===== config.mk =====
export PLATFORM = sky130hd
export DESIGN_NAME = hotplug_slot_status_regs
export DESIGN_NICKNAME = d
export VERILOG_FILES = /design/src/common/hotplug_pkg.sv /design/src/verilog/change_detect.sv /design/src/verilog/cmd_tracker.sv /design/src/verilog/hotplug_slot_status_regs.sv
export SDC_FILE = /design/constraint.sdc
export NUM_CORES = 1
export LEC_CHECK = 0
export ABC_AREA = 1
export BUFFER_PORTS_ARGS = -buffer_cell sky130_fd_sc_hd__buf_2
export CAP_MARGIN = 10
export CORE_ASPECT_RATIO = 0.7
export CORE_MARGIN = 2
export CORE_UTILIZATION = 57
export CTS_BUF_LIST = sky130_fd_sc_hd__clkbuf_2 sky130_fd_sc_hd__clkbuf_4 sky130_fd_sc_hd__clkbuf_8
export CTS_CLUSTER_SIZE = 12
export DETAILED_ROUTE_END_ITERATION = 8
export GPL_TIMING_DRIVEN = 0
export PLACE_DENSITY = 0.87
export SLEW_MARGIN = 0
export SYNTH_ARGS = -nofsm -noshare
export SYNTH_HDL_FRONTEND = slang
export SYNTH_SLANG_ARGS = --single-unit

===== constraint.sdc =====
create_clock -name sys_clk -period 2.3 [get_ports sys_clk]
set_input_delay 0.23 -clock sys_clk [delete_from_list [all_inputs] [get_ports sys_clk]]
set_output_delay 0.23 -clock sys_clk [all_outputs]
set_load 0.05 [all_outputs]

===== src/common/hotplug_pkg.sv =====
package hotplug_pkg;

  localparam logic [9:0]  IDX_SLOT_CTRL   = 10'h058;
  localparam logic [9:0]  IDX_SLOT_STATUS = 10'h05a;
  localparam logic [9:0]  IDX_DEVCAP2     = 10'h064;
  localparam logic [9:0]  IDX_DEVCTL2     = 10'h068;
  localparam logic [9:0]  IDX_IRQ_STATUS  = 10'h080;
  localparam logic [9:0]  IDX_IRQ_MASK    = 10'h081;
  localparam logic [9:0]  IDX_CONFIG      = 10'h082;

  localparam int EV_BUTTON   = 0;
  localparam int EV_PFAULT   = 1;
  localparam int EV_LATCH    = 2;
  localparam int EV_PRESENCE = 3;
  localparam int EV_CMD      = 4;
  localparam int EV_LINK     = 5;
  localparam int ST_LINK_CHG = 8;
  localparam int FWD_BIT     = 5;

  localparam int SCTL_HOTPLUG_INTERRUPT_ENABLE    = 5;
  localparam int SCTL_EIC     = 11;
  localparam int SCTL_LINK_EN = 12;
  localparam logic [15:0] SCTL_STORE_MASK = 16'h17ff;

  localparam int CFG_LOCK      = 0;
  localparam int CFG_SLOT_IMPL = 1;
  localparam int CFG_UPSTREAM  = 2;
  localparam int CFG_EXP_EN    = 3;
  localparam int CFG_GPIO_MAP  = 4;
  localparam int CFG_ILOCK     = 5;
  localparam logic [5:0] CFG_RESET = 6'h0a;

  typedef struct packed {
    logic button_press;
    logic power_fault;
    logic latch_open;
    logic presence;
    logic interlock;
    logic link_active;
  } slot_in_t;

  typedef struct packed {
    logic        ack;
    logic [31:0] rdata;
    logic [5:0]  ev;
    logic [15:0] slot_ctrl;
    logic        fwd_sup;
    logic        fwd_en;
    logic [5:0]  cfg;
    logic [5:0]  irq_stat;
    logic [5:0]  irq_mask;
    logic        irq;
  } regs_t;

  localparam regs_t REGS_RESET = '{ack: 1'b0, rdata: 32'h0, ev: 6'h0, slot_ctrl: 16'h0, fwd_sup: 1'b1,
                                   fwd_en: 1'b0, cfg: CFG_RESET, irq_stat: 6'h0, irq_mask: 6'h0, irq: 1'b0};

  typedef enum logic {TRK_IDLE, TRK_RUN} trk_state_t;

  typedef struct packed {
    trk_state_t  state;
    logic [3:0]  pending;
    logic        req;
    logic [1:0]  group;
    logic        done;
  } trk_t;

  typedef struct packed {
    logic       armed;
    logic [2:0] prev;
  } chg_t;

endpackage


===== src/verilog/change_detect.sv =====
`timescale 1ns/1ps
module change_detect (
  input  wire logic       sys_clk,
  input  wire logic       arst_n,
  input  wire logic [2:0] level,
  output logic      [2:0] changed
);

  hotplug_pkg::chg_t r;
  hotplug_pkg::chg_t next_r;

  // No change is reported before the first sample after reset
  genvar i;
  generate
    for (i = 0; i < 3; i++) begin : g_bit
      assign changed[i] = r.armed & (level[i] ^ r.prev[i]);
    end
  endgenerate

  always_comb begin
    next_r       = r;
    next_r.armed = 1'b1;
    next_r.prev  = level;
  end

  always_ff @(posedge sys_clk or negedge arst_n) begin
    if (!arst_n) begin
      r <= '0;
    end else begin
      r <= next_r;
    end
  end

endmodule


===== src/verilog/cmd_tracker.sv =====
`timescale 1ns/1ps
module cmd_tracker (
  input  wire logic       sys_clk,
  input  wire logic       arst_n,
  input  wire logic       start,
  input  wire logic [3:0] groups,
  input  wire logic       exp_ack,
  output logic            exp_req,
  output logic      [1:0] exp_group,
  output logic            done
);

  hotplug_pkg::trk_t r;
  hotplug_pkg::trk_t next_r;

  function automatic logic [1:0] first_set(input logic [3:0] v);
    first_set = 2'h0;
    for (int k = 3; k >= 0; k--) begin
      if (v[k]) begin
        first_set = 2'(k);
      end
    end
  endfunction

  assign exp_req   = r.req;
  assign exp_group = r.group;
  assign done      = r.done;

  always_comb begin
    next_r      = r;
    next_r.done = 1'b0;
    if (r.req && exp_ack) begin
      next_r.pending[r.group] = 1'b0;
      next_r.req              = 1'b0;
    end
    // A write during a running command folds into it; completion waits for all
    if (start) begin
      next_r.pending = next_r.pending | groups;
      next_r.state   = hotplug_pkg::TRK_RUN;
    end
    case (r.state)
      hotplug_pkg::TRK_IDLE: begin
        next_r.req = 1'b0;
      end
      hotplug_pkg::TRK_RUN: begin
        if (!r.req && next_r.pending != 4'h0) begin
          next_r.req   = 1'b1;
          next_r.group = first_set(next_r.pending);
        end else if (!r.req && !start && next_r.pending == 4'h0) begin
          next_r.done  = 1'b1;
          next_r.state = hotplug_pkg::TRK_IDLE;
        end
      end
      default: begin
        next_r.state = hotplug_pkg::TRK_IDLE;
      end
    endcase
  end

  always_ff @(posedge sys_clk or negedge arst_n) begin
    if (!arst_n) begin
      r <= '{state: hotplug_pkg::TRK_IDLE, pending: 4'h0, req: 1'b0, group: 2'h0, done: 1'b0};
    end else begin
      r <= next_r;
    end
  end

endmodule


===== src/verilog/hotplug_slot_status_regs.sv =====
`timescale 1ns/1ps
module hotplug_slot_status_regs (
  input  wire logic                 sys_clk,
  input  wire logic                 arst_n,
  input  wire logic [11:0]          adr_i,
  input  wire logic [31:0]          dat_i,
  output logic      [31:0]          dat_o,
  input  wire logic                 we_i,
  input  wire logic [3:0]           sel_i,
  input  wire logic                 cyc_i,
  input  wire logic                 stb_i,
  output logic                      ack_o,
  input  wire hotplug_pkg::slot_in_t slot_in,
  input  wire logic                 exp_ack,
  output logic                      exp_req,
  output logic      [1:0]           exp_group,
  output logic      [15:0]          slot_ctrl_out,
  output logic                      irq
);

  hotplug_pkg::regs_t r;
  hotplug_pkg::regs_t next_r;
  logic [2:0]         chg;
  logic               cmd_done;
  logic               cmd_start;
  logic [3:0]         cmd_groups;

  function automatic logic [31:0] lane_mask(input logic [3:0] sel);
    lane_mask = 32'h0;
    for (int k = 0; k < 4; k++) begin
      lane_mask[8*k +: 8] = {8{sel[k]}};
    end
  endfunction

  function automatic logic [31:0] merge(
    input logic [31:0] old,
    input logic [31:0] wd,
    input logic [31:0] m
  );
    merge = (old & ~m) | (wd & m);
  endfunction

  change_detect u_change (
    .sys_clk (sys_clk),
    .arst_n  (arst_n),
    .level   ({slot_in.link_active, slot_in.presence, slot_in.latch_open}),
    .changed (chg)
  );

  cmd_tracker u_tracker (
    .sys_clk   (sys_clk),
    .arst_n    (arst_n),
    .start     (cmd_start),
    .groups    (cmd_groups),
    .exp_ack   (exp_ack),
    .exp_req   (exp_req),
    .exp_group (exp_group),
    .done      (cmd_done)
  );

  assign dat_o         = r.rdata;
  assign ack_o         = r.ack;
  assign slot_ctrl_out = r.slot_ctrl;
  assign irq           = r.irq;

  always_comb begin
    logic        acc;
    logic        wr;
    logic        rd;
    logic [9:0]  idx;
    logic [31:0] bm;
    logic [31:0] w;
    logic [31:0] rw;
    logic [15:0] m16;
    logic [5:0]  sets;
    logic [5:0]  clr;
    logic [5:0]  en;
    logic        presence_state;
    logic        interlock_status;
    logic        sup;
    acc    = cyc_i & stb_i & ~r.ack;
    wr     = acc & we_i;
    rd     = acc & ~we_i;
    idx    = adr_i[11:2];
    bm     = lane_mask(sel_i);
    w      = 32'h0;
    m16    = bm[15:0] & hotplug_pkg::SCTL_STORE_MASK;
    clr    = 6'h0;
    rw     = 32'h0;
    presence_state    = 1'b0;
    interlock_status    = 1'b0;
    sup    = 1'b0;
    sets   = 6'h0;
    en     = 6'h0;
    next_r = r;

    // Live status bits are sampled when the read is taken
    if (r.cfg[hotplug_pkg::CFG_UPSTREAM]) begin
      presence_state = 1'b0;
    end else if (r.cfg[hotplug_pkg::CFG_SLOT_IMPL]) begin
      presence_state = slot_in.presence;
    end else begin
      presence_state = 1'b1;
    end
    interlock_status = r.cfg[hotplug_pkg::CFG_ILOCK] & slot_in.interlock;
    if (r.cfg[hotplug_pkg::CFG_GPIO_MAP] || !r.cfg[hotplug_pkg::CFG_EXP_EN]) begin
      interlock_status = 1'b0;
    end
    sup = r.fwd_sup & ~r.cfg[hotplug_pkg::CFG_UPSTREAM];

    // Reserved and unmapped locations read zero
    case (idx)
      hotplug_pkg::IDX_SLOT_STATUS: begin
        rw = {23'h0, r.ev[hotplug_pkg::EV_LINK], interlock_status, presence_state, slot_in.latch_open, r.ev[4:0]};
      end
      hotplug_pkg::IDX_SLOT_CTRL: begin
        rw = {16'h0, r.slot_ctrl};
      end
      hotplug_pkg::IDX_DEVCAP2: begin
        rw = {26'h0, sup, 5'h0};
      end
      hotplug_pkg::IDX_DEVCTL2: begin
        rw = {26'h0, r.fwd_en, 5'h0};
      end
      hotplug_pkg::IDX_IRQ_STATUS: begin
        rw = {26'h0, r.irq_stat};
      end
      hotplug_pkg::IDX_IRQ_MASK: begin
        rw = {26'h0, r.irq_mask};
      end
      hotplug_pkg::IDX_CONFIG: begin
        rw = {26'h0, r.cfg};
      end
      default: begin
        rw = 32'h0;
      end
    endcase

    next_r.ack   = acc;
    next_r.rdata = rd ? rw : 32'h0;

    // Slot control: a write to byte 0 or 1 starts a command, or joins a running one, whatever fields it touches
    cmd_start  = wr && idx == hotplug_pkg::IDX_SLOT_CTRL && (|sel_i[1:0]);
    cmd_groups = 4'h0;
    if (cmd_start) begin
      next_r.slot_ctrl = (r.slot_ctrl & ~m16) | (dat_i[15:0] & m16);
      cmd_groups[0]    = next_r.slot_ctrl[7:6] != r.slot_ctrl[7:6];
      cmd_groups[1]    = next_r.slot_ctrl[9:8] != r.slot_ctrl[9:8];
      cmd_groups[2]    = next_r.slot_ctrl[10] != r.slot_ctrl[10];
      cmd_groups[3]    = dat_i[hotplug_pkg::SCTL_EIC] & bm[hotplug_pkg::SCTL_EIC];
    end

    // Write-one-to-clear; a zero leaves the flag, a same-cycle event wins
    if (wr && idx == hotplug_pkg::IDX_SLOT_STATUS) begin
      clr = {dat_i[hotplug_pkg::ST_LINK_CHG], dat_i[4:0]} & {bm[hotplug_pkg::ST_LINK_CHG], bm[4:0]};
    end
    sets[hotplug_pkg::EV_BUTTON]   = slot_in.button_press;
    sets[hotplug_pkg::EV_PFAULT]   = slot_in.power_fault;
    sets[hotplug_pkg::EV_LATCH]    = chg[0];
    sets[hotplug_pkg::EV_PRESENCE] = chg[1];
    sets[hotplug_pkg::EV_CMD]      = cmd_done;
    sets[hotplug_pkg::EV_LINK]     = chg[2];
    next_r.ev = (r.ev & ~clr) | sets;

    // Configuration straps held in a register of their own
    if (wr && idx == hotplug_pkg::IDX_CONFIG) begin
      w          = merge({26'h0, r.cfg}, dat_i, bm);
      next_r.cfg = w[5:0];
    end

    if (wr && idx == hotplug_pkg::IDX_DEVCAP2 && !r.cfg[hotplug_pkg::CFG_LOCK]
        && !r.cfg[hotplug_pkg::CFG_UPSTREAM]) begin
      w              = merge({26'h0, r.fwd_sup, 5'h0}, dat_i, bm);
      next_r.fwd_sup = w[hotplug_pkg::FWD_BIT];
    end

    if (wr && idx == hotplug_pkg::IDX_DEVCTL2) begin
      w             = merge({26'h0, r.fwd_en, 5'h0}, dat_i, bm);
      next_r.fwd_en = w[hotplug_pkg::FWD_BIT];
    end
    // Enable can never outlive support, even across a lock or port change
    next_r.fwd_en = next_r.fwd_en & next_r.fwd_sup & ~next_r.cfg[hotplug_pkg::CFG_UPSTREAM];

    if (wr && idx == hotplug_pkg::IDX_IRQ_MASK) begin
      w               = merge({26'h0, r.irq_mask}, dat_i, bm);
      next_r.irq_mask = w[5:0];
    end

    // Only a flag that newly rises counts, so a held fault does not refire
    en = {r.slot_ctrl[hotplug_pkg::SCTL_LINK_EN], r.slot_ctrl[4:0]}
         & {6{r.slot_ctrl[hotplug_pkg::SCTL_HOTPLUG_INTERRUPT_ENABLE]}};
    if (rd && idx == hotplug_pkg::IDX_IRQ_STATUS) begin
      next_r.irq_stat = 6'h0;
    end
    next_r.irq_stat = next_r.irq_stat | (next_r.ev & ~r.ev & en);
    next_r.irq      = |(next_r.irq_stat & next_r.irq_mask);
  end

  always_ff @(posedge sys_clk or negedge arst_n) begin
    if (!arst_n) begin
      r <= hotplug_pkg::REGS_RESET;
    end else begin
      r <= next_r;
    end
  end

  // Status word write strobe, shared by the flag hold checks
  logic st_wr;
  assign st_wr = cyc_i && stb_i && we_i && !ack_o && adr_i[11:2] == hotplug_pkg::IDX_SLOT_STATUS;
endmodule

==> results of run 1 <==
[where the power goes]
group          internal (mW)  switching [mW]  leakage (nW)  total [mW]
sequential              1.16         0.00847         0.777        1.17
clock                  0.829           0.472         0.122        1.30
combinational         0.0807           0.225          1.50       0.305
[layout make-up]
class                           count  area, um^2
Buffer                             51       380.4
Clock buffer                        9       123.9
Clock inverter                      7       142.6
Fill cell                         506        1775
Inverter                           63       237.7
Multi-Input combinational cell    301        1520
Sequential cell                    65        1630
Tap cell                           78       97.59
Timing Repair Buffer               66       337.8
[worst reg2reg max path, stage by stage (launching register included)]
cell     delay (ps)
dfrtp_1         380
inv_1            80
nand3_1          80
nor2_1          240
nand3_1         360
nand2_1         130
o21ai_0         110
nand2_1          90
nand3_1          80
nor2_1          140
nand2_1          80
[stage by stage]
step / setup WS, ps / area (um^2) / std cells / power (mW) / util (%)
after floorplan: 553.3 / 3769 / 480 / 1.389 / -
after global placement: 343.1 / 4192 / 623 / 1.479 / 67.11
after detailed placement: 321.2 / 4194 / 623 / 1.486 / 67.15
after CTS: 445.6 / 4471 / 640 / 2.779 / 71.57
after global routing: 287.0 / 4471 / 640 / 2.855 / 71.57
final: 405.8 / 4471 / 640 / 2.771 / 71.57
[metal layers]
layer | vias up | wire length [um] | track usage [%]
met5 | - | 0 | 0
met4 | 0 | 188 | 8.828
met3 | 28 | 1014 | 9.561
met2 | 196 | 4349 | 44.89
met1 | 1564 | 4039 | 38.70
li1 | 1593 | - | -
[logic make-up after synthesis]
group,Yosys count,share of synthesized area (%)
AOI/OAI and AO/OA,75,11.59
and+or+nand+nor,200,26.91
other,2,0.2039
DFF,65,44.27
xor gates and xnor gates,1,0.2379
buffers and inverters,114,16.79
[path summary, 6_finish.rpt]
kind                           startpoint            end  slack, ps
max in group asynchronous          arst_n           r[7]       1250
max reg2reg                         ack_o            irq        410
max                                 ack_o            irq        410
min in group asynchronous          arst_n          ack_o        500
min reg2reg                u_tracker.done          r[41]        480
min                            slot_in[3]  u_change.r[0]         20
[placed cells by master, fill, tap and decap left out, types with 2 or more instances in the layout]
| cell | n |
|---|---|
| a21oi_1 | 17 |
| a31oi_1 | 5 |
| buf_2 | 65 |
| buf_4 | 51 |
| bufinv_16 | 4 |
| clkbuf_8 | 9 |
| clkinvlp_4 | 3 |
| conb_1 | 25 |
| dfrtp_1 | 62 |
| dfstp_2 | 3 |
| inv_1 | 58 |
| inv_2 | 4 |
| nand2_1 | 103 |
| nand2_2 | 5 |
| nand2_4 | 3 |
| nand3_1 | 18 |
| nand3_2 | 2 |
| nand4_1 | 10 |
| nor2_1 | 36 |
| nor2_2 | 4 |
| nor2_4 | 4 |
| nor2_8 | 3 |
| nor3_1 | 7 |
| nor3_2 | 2 |
| o21a_1 | 2 |
| o21ai_0 | 33 |
| o21ai_1 | 3 |
| o21bai_1 | 4 |
| o22ai_1 | 4 |
| o31ai_1 | 2 |
[what timing repair did]
action | in CTS | in global routing
setup endpoints to repair | 0 | 0
gates resized for setup | 0 | 0
hold buffers | 1 | 0
hold endpoints to repair | 20 | 0
==> results_dict.tcl, run 1 <==
set metrics [dict create \
    yosysWarnings 0 \
    setup_violations 0 \
    fp-row-count 24 \
    synthTopCellsByCount "nand2_1, dfrtp_1, inv_1" \
    drtIter0Drc 359 \
    layout.nets 617 \
    wl_per_cell_um 14.99 \
    cts_num_sinks 65 \
    grtUsageTotal_pct 28.74 \
    cts_buffers 9 \
    crit_path_end_kind "flip-flop" \
    drc 0 \
    grt_first_pass_wirelength_mm 15.53 \
    place_congestion 0.9332 \
    grt_start_max_net_pins 66 \
    cp.arrival_ps 2130 \
    synth-async-reset-ratio_pct 100.0 \
    syn_area_um2 3682 \
    period_minus_slack_ps 1894 \
    fmax_ghz 0.5279 \
    grt.overflow.total 0 \
    cp-start-kind "flip-flop" \
    vias 3381 \
    worstPathCellList "inv_1, nand3_1, nor2_1, nand3_1, nand2_1, o21ai_0, nand2_1, nand3_1, nor2_1, nand2_1" \
    cts.path.max_buffers 2 \
    synth_area_leaders "dfrtp_1, nand2_1, buf_4, inv_1, o21ai_0" \
    insertedDiodeCount 0 \
    core_region_area_um2 6246 \
    drtAntennaViolNets 0 \
    final_hold_viol_count 0 \
    hpwl_mm 6.978 \
    synth_cell_types 37 \
    timing.final.crit_share_pct 82.36 \
    htree_levels 3 \
    grt_antenna_before_repair 0 \
    yosysMostFrequentCell "nand2_1" \
    hold_depth 1 \
    hold_path_class "in -> reg" \
    cp_num_cells 10 \
    finalSetupTns_ps 0 \
    die_x_um 100.1 \
    cp_num_buf_inv 1 \
    status "completed" \
    p_leak_nw 2.402 \
    cts_root_buffer "clkbuf_8" \
    clkTransAtPathRegs_ps 70 \
    synth_area_per_cell_um2 8.058 \
    ios 113 \
    synth-edff-count 0 \
    cpMaxStageDelayCell "dfrtp_1" \
    start_util_pct 58.95 \
    cp_max_fo 6 \
    drv_slew 0 \
    synthCells 457 \
    yosys.area.top_type "dfrtp_1" \
    rr_worst_depth 10 \
    totalWireLength_mm 9.591 \
    avgViaCountPerCell 5.283 \
    tightest_slew_ps 816.5 \
    port-buffer-count 65 \
    grt_setup_unrepaired "false" \
    chipHeight_um 71.25 \
    drive_gt1_share_pct 29.89 \
    synth_top_cell_area_share_pct 42.13 \
    slowest_delay_ps 380 \
    clk_latency_ps 360 \
    syn_to_final_growth_pct 21.41 \
    critPathRequiredTime_ps 2540 \
    whs_ps 20.28 \
    synth-seq-cells 65 \
    timing.slew.headroom_pct 45.56 \
    cts_setup_buffers 0 \
    die_area_um2 7129 \
    first_pass_iters 5 \
    synthFlopType "dfrtp_1" \
    clock-skew-final_ps 6.056 \
    cap_violations 0 \
    cts_tree "yes" \
    powerDensity_nw_per_um2 619.8 \
    max-vdd-ir-drop_uv 394.0 \
    synth_seq_area_share_pct 44.27 \
    grt_pass1_vias 3255 \
    critical_path_class "reg -> reg" \
    crit_family "simple AND/OR/NAND/NOR gates" \
]
(Power assumes the default switching activity.)
==> run 2, diff against run 1 <==
CORE_UTILIZATION = 48   (was 57)
PLACE_DENSITY = 0.78   (was 0.87)
clock period = 1.6 ns   (was 2.3 ns; I/O delays follow)
==> results_dict.tcl, run 2 (synthesis gave the netlist of run 1 again) <==
set metrics [dict create \
    cts_root_buffer "clkbuf_8" \
    die_area_um2 8399 \
    hpwl_mm 6.748 \
    avgViaCountPerCell 4.944 \
    critical_path_class "reg -> reg" \
    period_minus_slack_ps 1643 \
    p_leak_nw 2.553 \
    cts_buffers 9 \
    cp_max_fo 4 \
    crit_family "simple AND/OR/NAND/NOR gates" \
    insertedDiodeCount 0 \
    grt.overflow.total 0 \
    power_mw 3.656 \
    final_hold_viol_count 0 \
    grtUsageTotal_pct 23.76 \
    max-vdd-ir-drop_uv 458.2 \
    clkTransAtPathRegs_ps 80 \
    hold_path_class "in -> reg" \
    place_inst 643 \
    powerDensity_nw_per_um2 760.6 \
    cp.arrival_ps 1880 \
    violations "negative setup slack" \
    critPathRequiredTime_ps 1840 \
    crit_path_end_kind "flip-flop" \
    fin_ws_ps -43.03 \
    pre_cts_ws_ps -310.5 \
    totalWireLength_mm 9.688 \
    layout.nets 638 \
    drtIter0Drc 224 \
    cpMaxStageDelayCell "dfrtp_2" \
    grt_pass1_vias 3116 \
    clk_latency_ps 350 \
    tightest_slew_ps 827.9 \
    status "complete, but fails checks" \
    grt_antenna_before_repair 0 \
    drive_gt1_share_pct 36.54 \
    slowest_delay_ps 430 \
    grt_setup_unrepaired "true" \
    die_x_um 108.7 \
    crit_top_cell "nand2_1" \
    final_cell_mix "nand2_1, buf_2, buf_4, dfrtp_1, inv_1" \
    htree_levels 3 \
    cp_num_buf_inv 3 \
    fmax_ghz 0.6086 \
    place_congestion 0.9537 \
    drv_slew 0 \
    drc 0 \
    finalSetupTns_ps -211.6 \
    core_region_area_um2 7352 \
    cts_num_sinks 65 \
    mostFrequentLayoutCell "nand2_1" \
    wl_per_cell_um 14.23 \
    cts_tree "yes" \
    stdcell_count 681 \
    syn_to_final_growth_pct 30.51 \
    fp-row-count 26 \
    drtAntennaViolNets 0 \
    cts.path.max_buffers 2 \
    start_util_pct 50.09 \
    timing.final.crit_share_pct 102.7 \
    grt_start_max_net_pins 66 \
    vias 3367 \
    timing.slew.headroom_pct 44.81 \
    ios 113 \
    worstPathCellList "inv_4, nand4_4, buf_4, buf_6, nor2_4, nand2_1, nand2_1, nand2_1, nand2_1, nand2_1, nand2_1, nand2_1" \
    first_pass_iters 5 \
    grt_first_pass_wirelength_mm 15.25 \
    clock-skew-final_ps 9.401 \
    port-buffer-count 65 \
    chipHeight_um 77.28 \
    setup_violations 9 \
    cp-start-kind "flip-flop" \
    cap_violations 0 \
]
## run 2: cell count changes in the layout (fill, tap and decap cells not counted), moves of 4 or more
cell | previous run | this run
buf_4 | 51 | 64
nand2_2 | 5 | 9
nor2_4 | 4 | 9
dlygate4sd3_1 | 1 | 5
nand2_1 | 103 | 96
o21ai_1 | 3 | 8
o21ai_0 | 33 | 24
nor2_1 | 36 | 32
## run 2: layout make-up
| type | count | area [um^2] |
|---|---|---|
| sequential | 65 | 1633 |
| buffer | 51 | 380.4 |
| timing repair buffer | 86 | 509.2 |
| fill | 607 | 2546 |
| multi-input combinational | 302 | 1700 |
| inverter | 63 | 245.2 |
| clock buffer | 12 | 165.2 |
| tap | 98 | 122.6 |
| clock inverter | 4 | 50.05 |
## run 2: worst paths after layout
check                           start                end  slack, ps  cells past startpoint
setup reg to reg                ack_o                irq        -40                     12
hold reg to reg                 r[38]               r[8]        490                      1
max in group asynchronous      arst_n  u_tracker.exp_req        560                      2
setup / recovery                ack_o                irq        -40                     12
hold / removal             slot_in[5]              r[37]         10                      2
min in group asynchronous      arst_n              ack_o        450                      2
## run 2: metrics by stage
stage	util, %	instance area, um^2	hold slack [ps]
2_1_floorplan	-	3776	-135.6
3_3_place_gp	57.45	4224	308.5
3_5_place_dp	57.49	4227	311.5
4_1_cts	62.00	4558	5.479
5_1_grt	65.37	4806	7.424
6_report	65.37	4806	14.10
## run 2: report_power, final
| group | switching, mW | internal [mW] |
|---|---|---|
| logic | 0.340 | 0.141 |
| registers | 0.0112 | 1.66 |
| clock network | 0.656 | 0.844 |
## run 2: layer usage
layer | vias to the layer above | global-route usage [%] | routed length, um
li1 | 1638 | - | -
met5 | - | 0 | 0
met1 | 1535 | 35.57 | 4408
met4 | 0 | 6.667 | 112
met3 | 15 | 6.378 | 826
met2 | 179 | 33.63 | 4341
## run 2: worst register-to-register path, stage by stage, from the launching register on
cell and delay [ps]:
dfrtp_2 430, inv_4 80, nand4_4 160, buf_4 200
buf_6 110, nor2_4 120, nand2_1 60, nand2_1 50
nand2_1 60, nand2_1 80, nand2_1 70, nand2_1 60
nand2_1 60
## run 2: timing repair
| action | in CTS | in global routing |
|---|---|---|
| endpoints found under the setup margin | 11 | 23 |
| hold endpoints to repair | 66 | 0 |
| resized for setup | 13 | 42 |
| pin swaps | 5 | 12 |
| hold buffers | 5 | 0 |
| cloned | 0 | 1 |
| setup buffers | 2 | 14 |
==> run 3, diff against run 2 <==
ABC_AREA = default   (was 1)
CORE_UTILIZATION = 47   (was 48)
==> results_dict.tcl, run 3 <==
set metrics [dict create \
    status "complete, but fails checks" \
    violations "negative setup slack" \
    powerDensity_nw_per_um2 751.6 \
    internal_power_mw 2.545 \
    synth-seq-cells 65 \
    grt_first_pass_wirelength_mm 13.56 \
    synth_area_per_cell_um2 11.27 \
    port-buffer-count 64 \
    stdcell_count 522 \
    synth_seq_area_share_pct 47.90 \
    cts_num_sinks 65 \
    grt_setup_unrepaired "true" \
    wl_per_cell_um 16.83 \
    power_mw 3.475 \
    avgViaCountPerCell 5.293 \
    drc 0 \
    grt_antenna_before_repair 0 \
    yosysMostFrequentCell "dfrtp_1" \
    period_minus_slack_ps 1895 \
    setup_violations 26 \
    yosys.area.top_type "dfrtp_1" \
    place_inst 483 \
    yosys.area_share.simple_pct 16.58 \
    critPathRequiredTime_ps 1810 \
    cpMaxStageDelayCell "dfrtp_2" \
    rr_worst_depth 6 \
    critical_path_class "reg -> reg" \
    power.share.combinational_pct 11.6 \
    synth_cell_types 55 \
    clkTransAtPathRegs_ps 80 \
    cap_violations 0 \
    p_sw_share_pct 26.76 \
    synthFlopType "dfrtp_1" \
    start_util_pct 49.45 \
    syn_to_final_growth_pct 35.85 \
    fp-row-count 25 \
    grt_busiest_layer "met2" \
    cp_num_buf_inv 1 \
    grt_pass1_vias 2614 \
    yosysWarnings 0 \
    syn_area_um2 3403 \
    cts_buffers 9 \
    drive_gt1_share_pct 50.70 \
    clockPowerShare_pct 40.7 \
    totalWireLength_mm 8.783 \
    core_region_area_um2 6882 \
    timing.final.crit_share_pct 118.5 \
    final_hold_viol_count 0 \
    cp_max_fo 6 \
    grt_util_met1_pct 31.97 \
    ios 113 \
    grtUsageMet3_pct 6.926 \
    place_congestion 0.8826 \
    final_cell_mix "buf_2, buf_4, dfrtp_1, mux2_4, conb_1" \
    grtUsageTotal_pct 22.72 \
    cp-start-kind "flip-flop" \
    synth_fa_ha_area_share_pct 0 \
    synthCells 302 \
    crit_path_end_kind "flip-flop" \
    first_pass_iters 5 \
    worstPathCellList "nand4b_1, nor4_4, buf_6, mux2_4, a22oi_2, nand3_2" \
    cts.path.max_buffers 2 \
    layout.nets 483 \
    muxShareOfSynthArea_pct 8.566 \
    chipHeight_um 75.20 \
    r2r-end "irq" \
    cts_tree "yes" \
    p_switching_uw 929.8 \
    fmax_ghz 0.5276 \
    max-vdd-ir-drop_uv 416.5 \
    synth_top_cell_area_share_pct 45.59 \
    reg2reg_from "ack_o" \
    synth_area_leaders "dfrtp_1, buf_4, mux2_2, dfstp_2, a22oi_1" \
    fin_ws_ps -295.2 \
    mostFrequentLayoutCell "buf_2" \
    drtIter0Drc 152 \
    synthTopCellsByCount "dfrtp_1, buf_4, mux2_2" \
    insertedDiodeCount 0 \
    hpwl_mm 6.007 \
    tightest_slew_ps 825.3 \
    worstHoldStart "slot_in[4]" \
    die_area_um2 7948 \
    synth-async-reset-ratio_pct 100.0 \
    p_leak_nw 2.305 \
    synth_xor_area_share_pct 2.316 \
    hold_depth 2 \
    htree_levels 3 \
    slowest_delay_ps 410 \
    synth_compound_area_share_pct 12.06 \
    grt.overflow.total 0 \
    hold_path_class "in -> reg" \
    cts_root_buffer "clkbuf_8" \
    synth_top_family_by_area "simple AND/OR/NAND/NOR gates" \
    die_x_um 105.7 \
    met2_usage_pct 35.70 \
    drv_slew 0 \
    pwr-share-seq_pct 47.7 \
    drtAntennaViolNets 0 \
    ff2ff_setup_slack_ps -300 \
    grt_start_max_net_pins 66 \
    clk_latency_ps 340 \
    crit_family "simple AND/OR/NAND/NOR gates" \
    whs_ps 25.00 \
    cp-startpoint "ack_o" \
    pre_cts_ws_ps -670.8 \
    timing.slew.headroom_pct 44.65 \
    cp.arrival_ps 2110 \
    vias 2763 \
    synth-edff-count 0 \
    clock-skew-final_ps 8.696 \
    hold_path_end "r[38]" \
]
run 3: metrics by stage:
step / utilization, % / setup TNS, ps / instance area (um^2)
6_report: 67.18 / -3016 / 4623
4_1_cts: 65.51 / -3003 / 4508
2_1_floorplan: - / -4202 / 3610
3_3_place_gp: 58.82 / -17490 / 4048
3_5_place_dp: 58.85 / -19390 / 4050
5_1_grt: 67.18 / -4790 / 4623
run 3: power by group through the flow:
stage / logic [mW] / clock network [mW] / registers (mW)
floorplan: 0.232 / 0 / 1.69
global placement: 0.356 / 0 / 1.69
detailed placement: 0.360 / 0 / 1.69
CTS: 0.383 / 1.44 / 1.66
global route: 0.430 / 1.53 / 1.66
finish: 0.403 / 1.42 / 1.66
run 3: per-layer routing:
layer  wire, um  part of all wire (%)
met2       4120                    47
met5          0                     0
met3        691                   7.9
met4         61                  0.69
met1       3910                    45
run 3: kinds of logic (layout without fill, tap and decap cells):
kind of cell,count (synthesis),after routing
compound gates,54,54
other cells,2,25
buf+inv,60,163
simple gates,86,86
xor+xnor,9,9
flops,65,65
mux,26,26
run 3: final cells by class:
| cell class | count | area (um^2) |
|---|---|---|
| inverter | 6 | 22.52 |
| fill | 552 | 2258 |
| timing repair buffer | 88 | 554.3 |
| sequential | 65 | 1633 |
| buffer | 53 | 396.6 |
| multi-input combinational | 200 | 1694 |
| clock inverter | 6 | 67.56 |
| clock buffer | 10 | 137.6 |
| tap | 94 | 117.6 |
run 3: worst max-delay path by stage:
stage / endpoint / slack [ps] / cells after the start
6_report: irq / -300 / 6
5_1_grt: irq / -360 / 6
4_1_cts: irq / -250 / 6
3_5_place_dp: irq / -670 / 6
3_3_place_gp: irq / -650 / 6
2_1_floorplan: irq / -390 / 5
run 3: what timing repair did:
action,4_1_cts,5_1_grt
resized for setup,23,15
endpoints found under the setup margin,47,49
endpoints found under the hold margin,66,0
hold buffers,5,0
pin swaps,13,11
buffers inserted,14,5
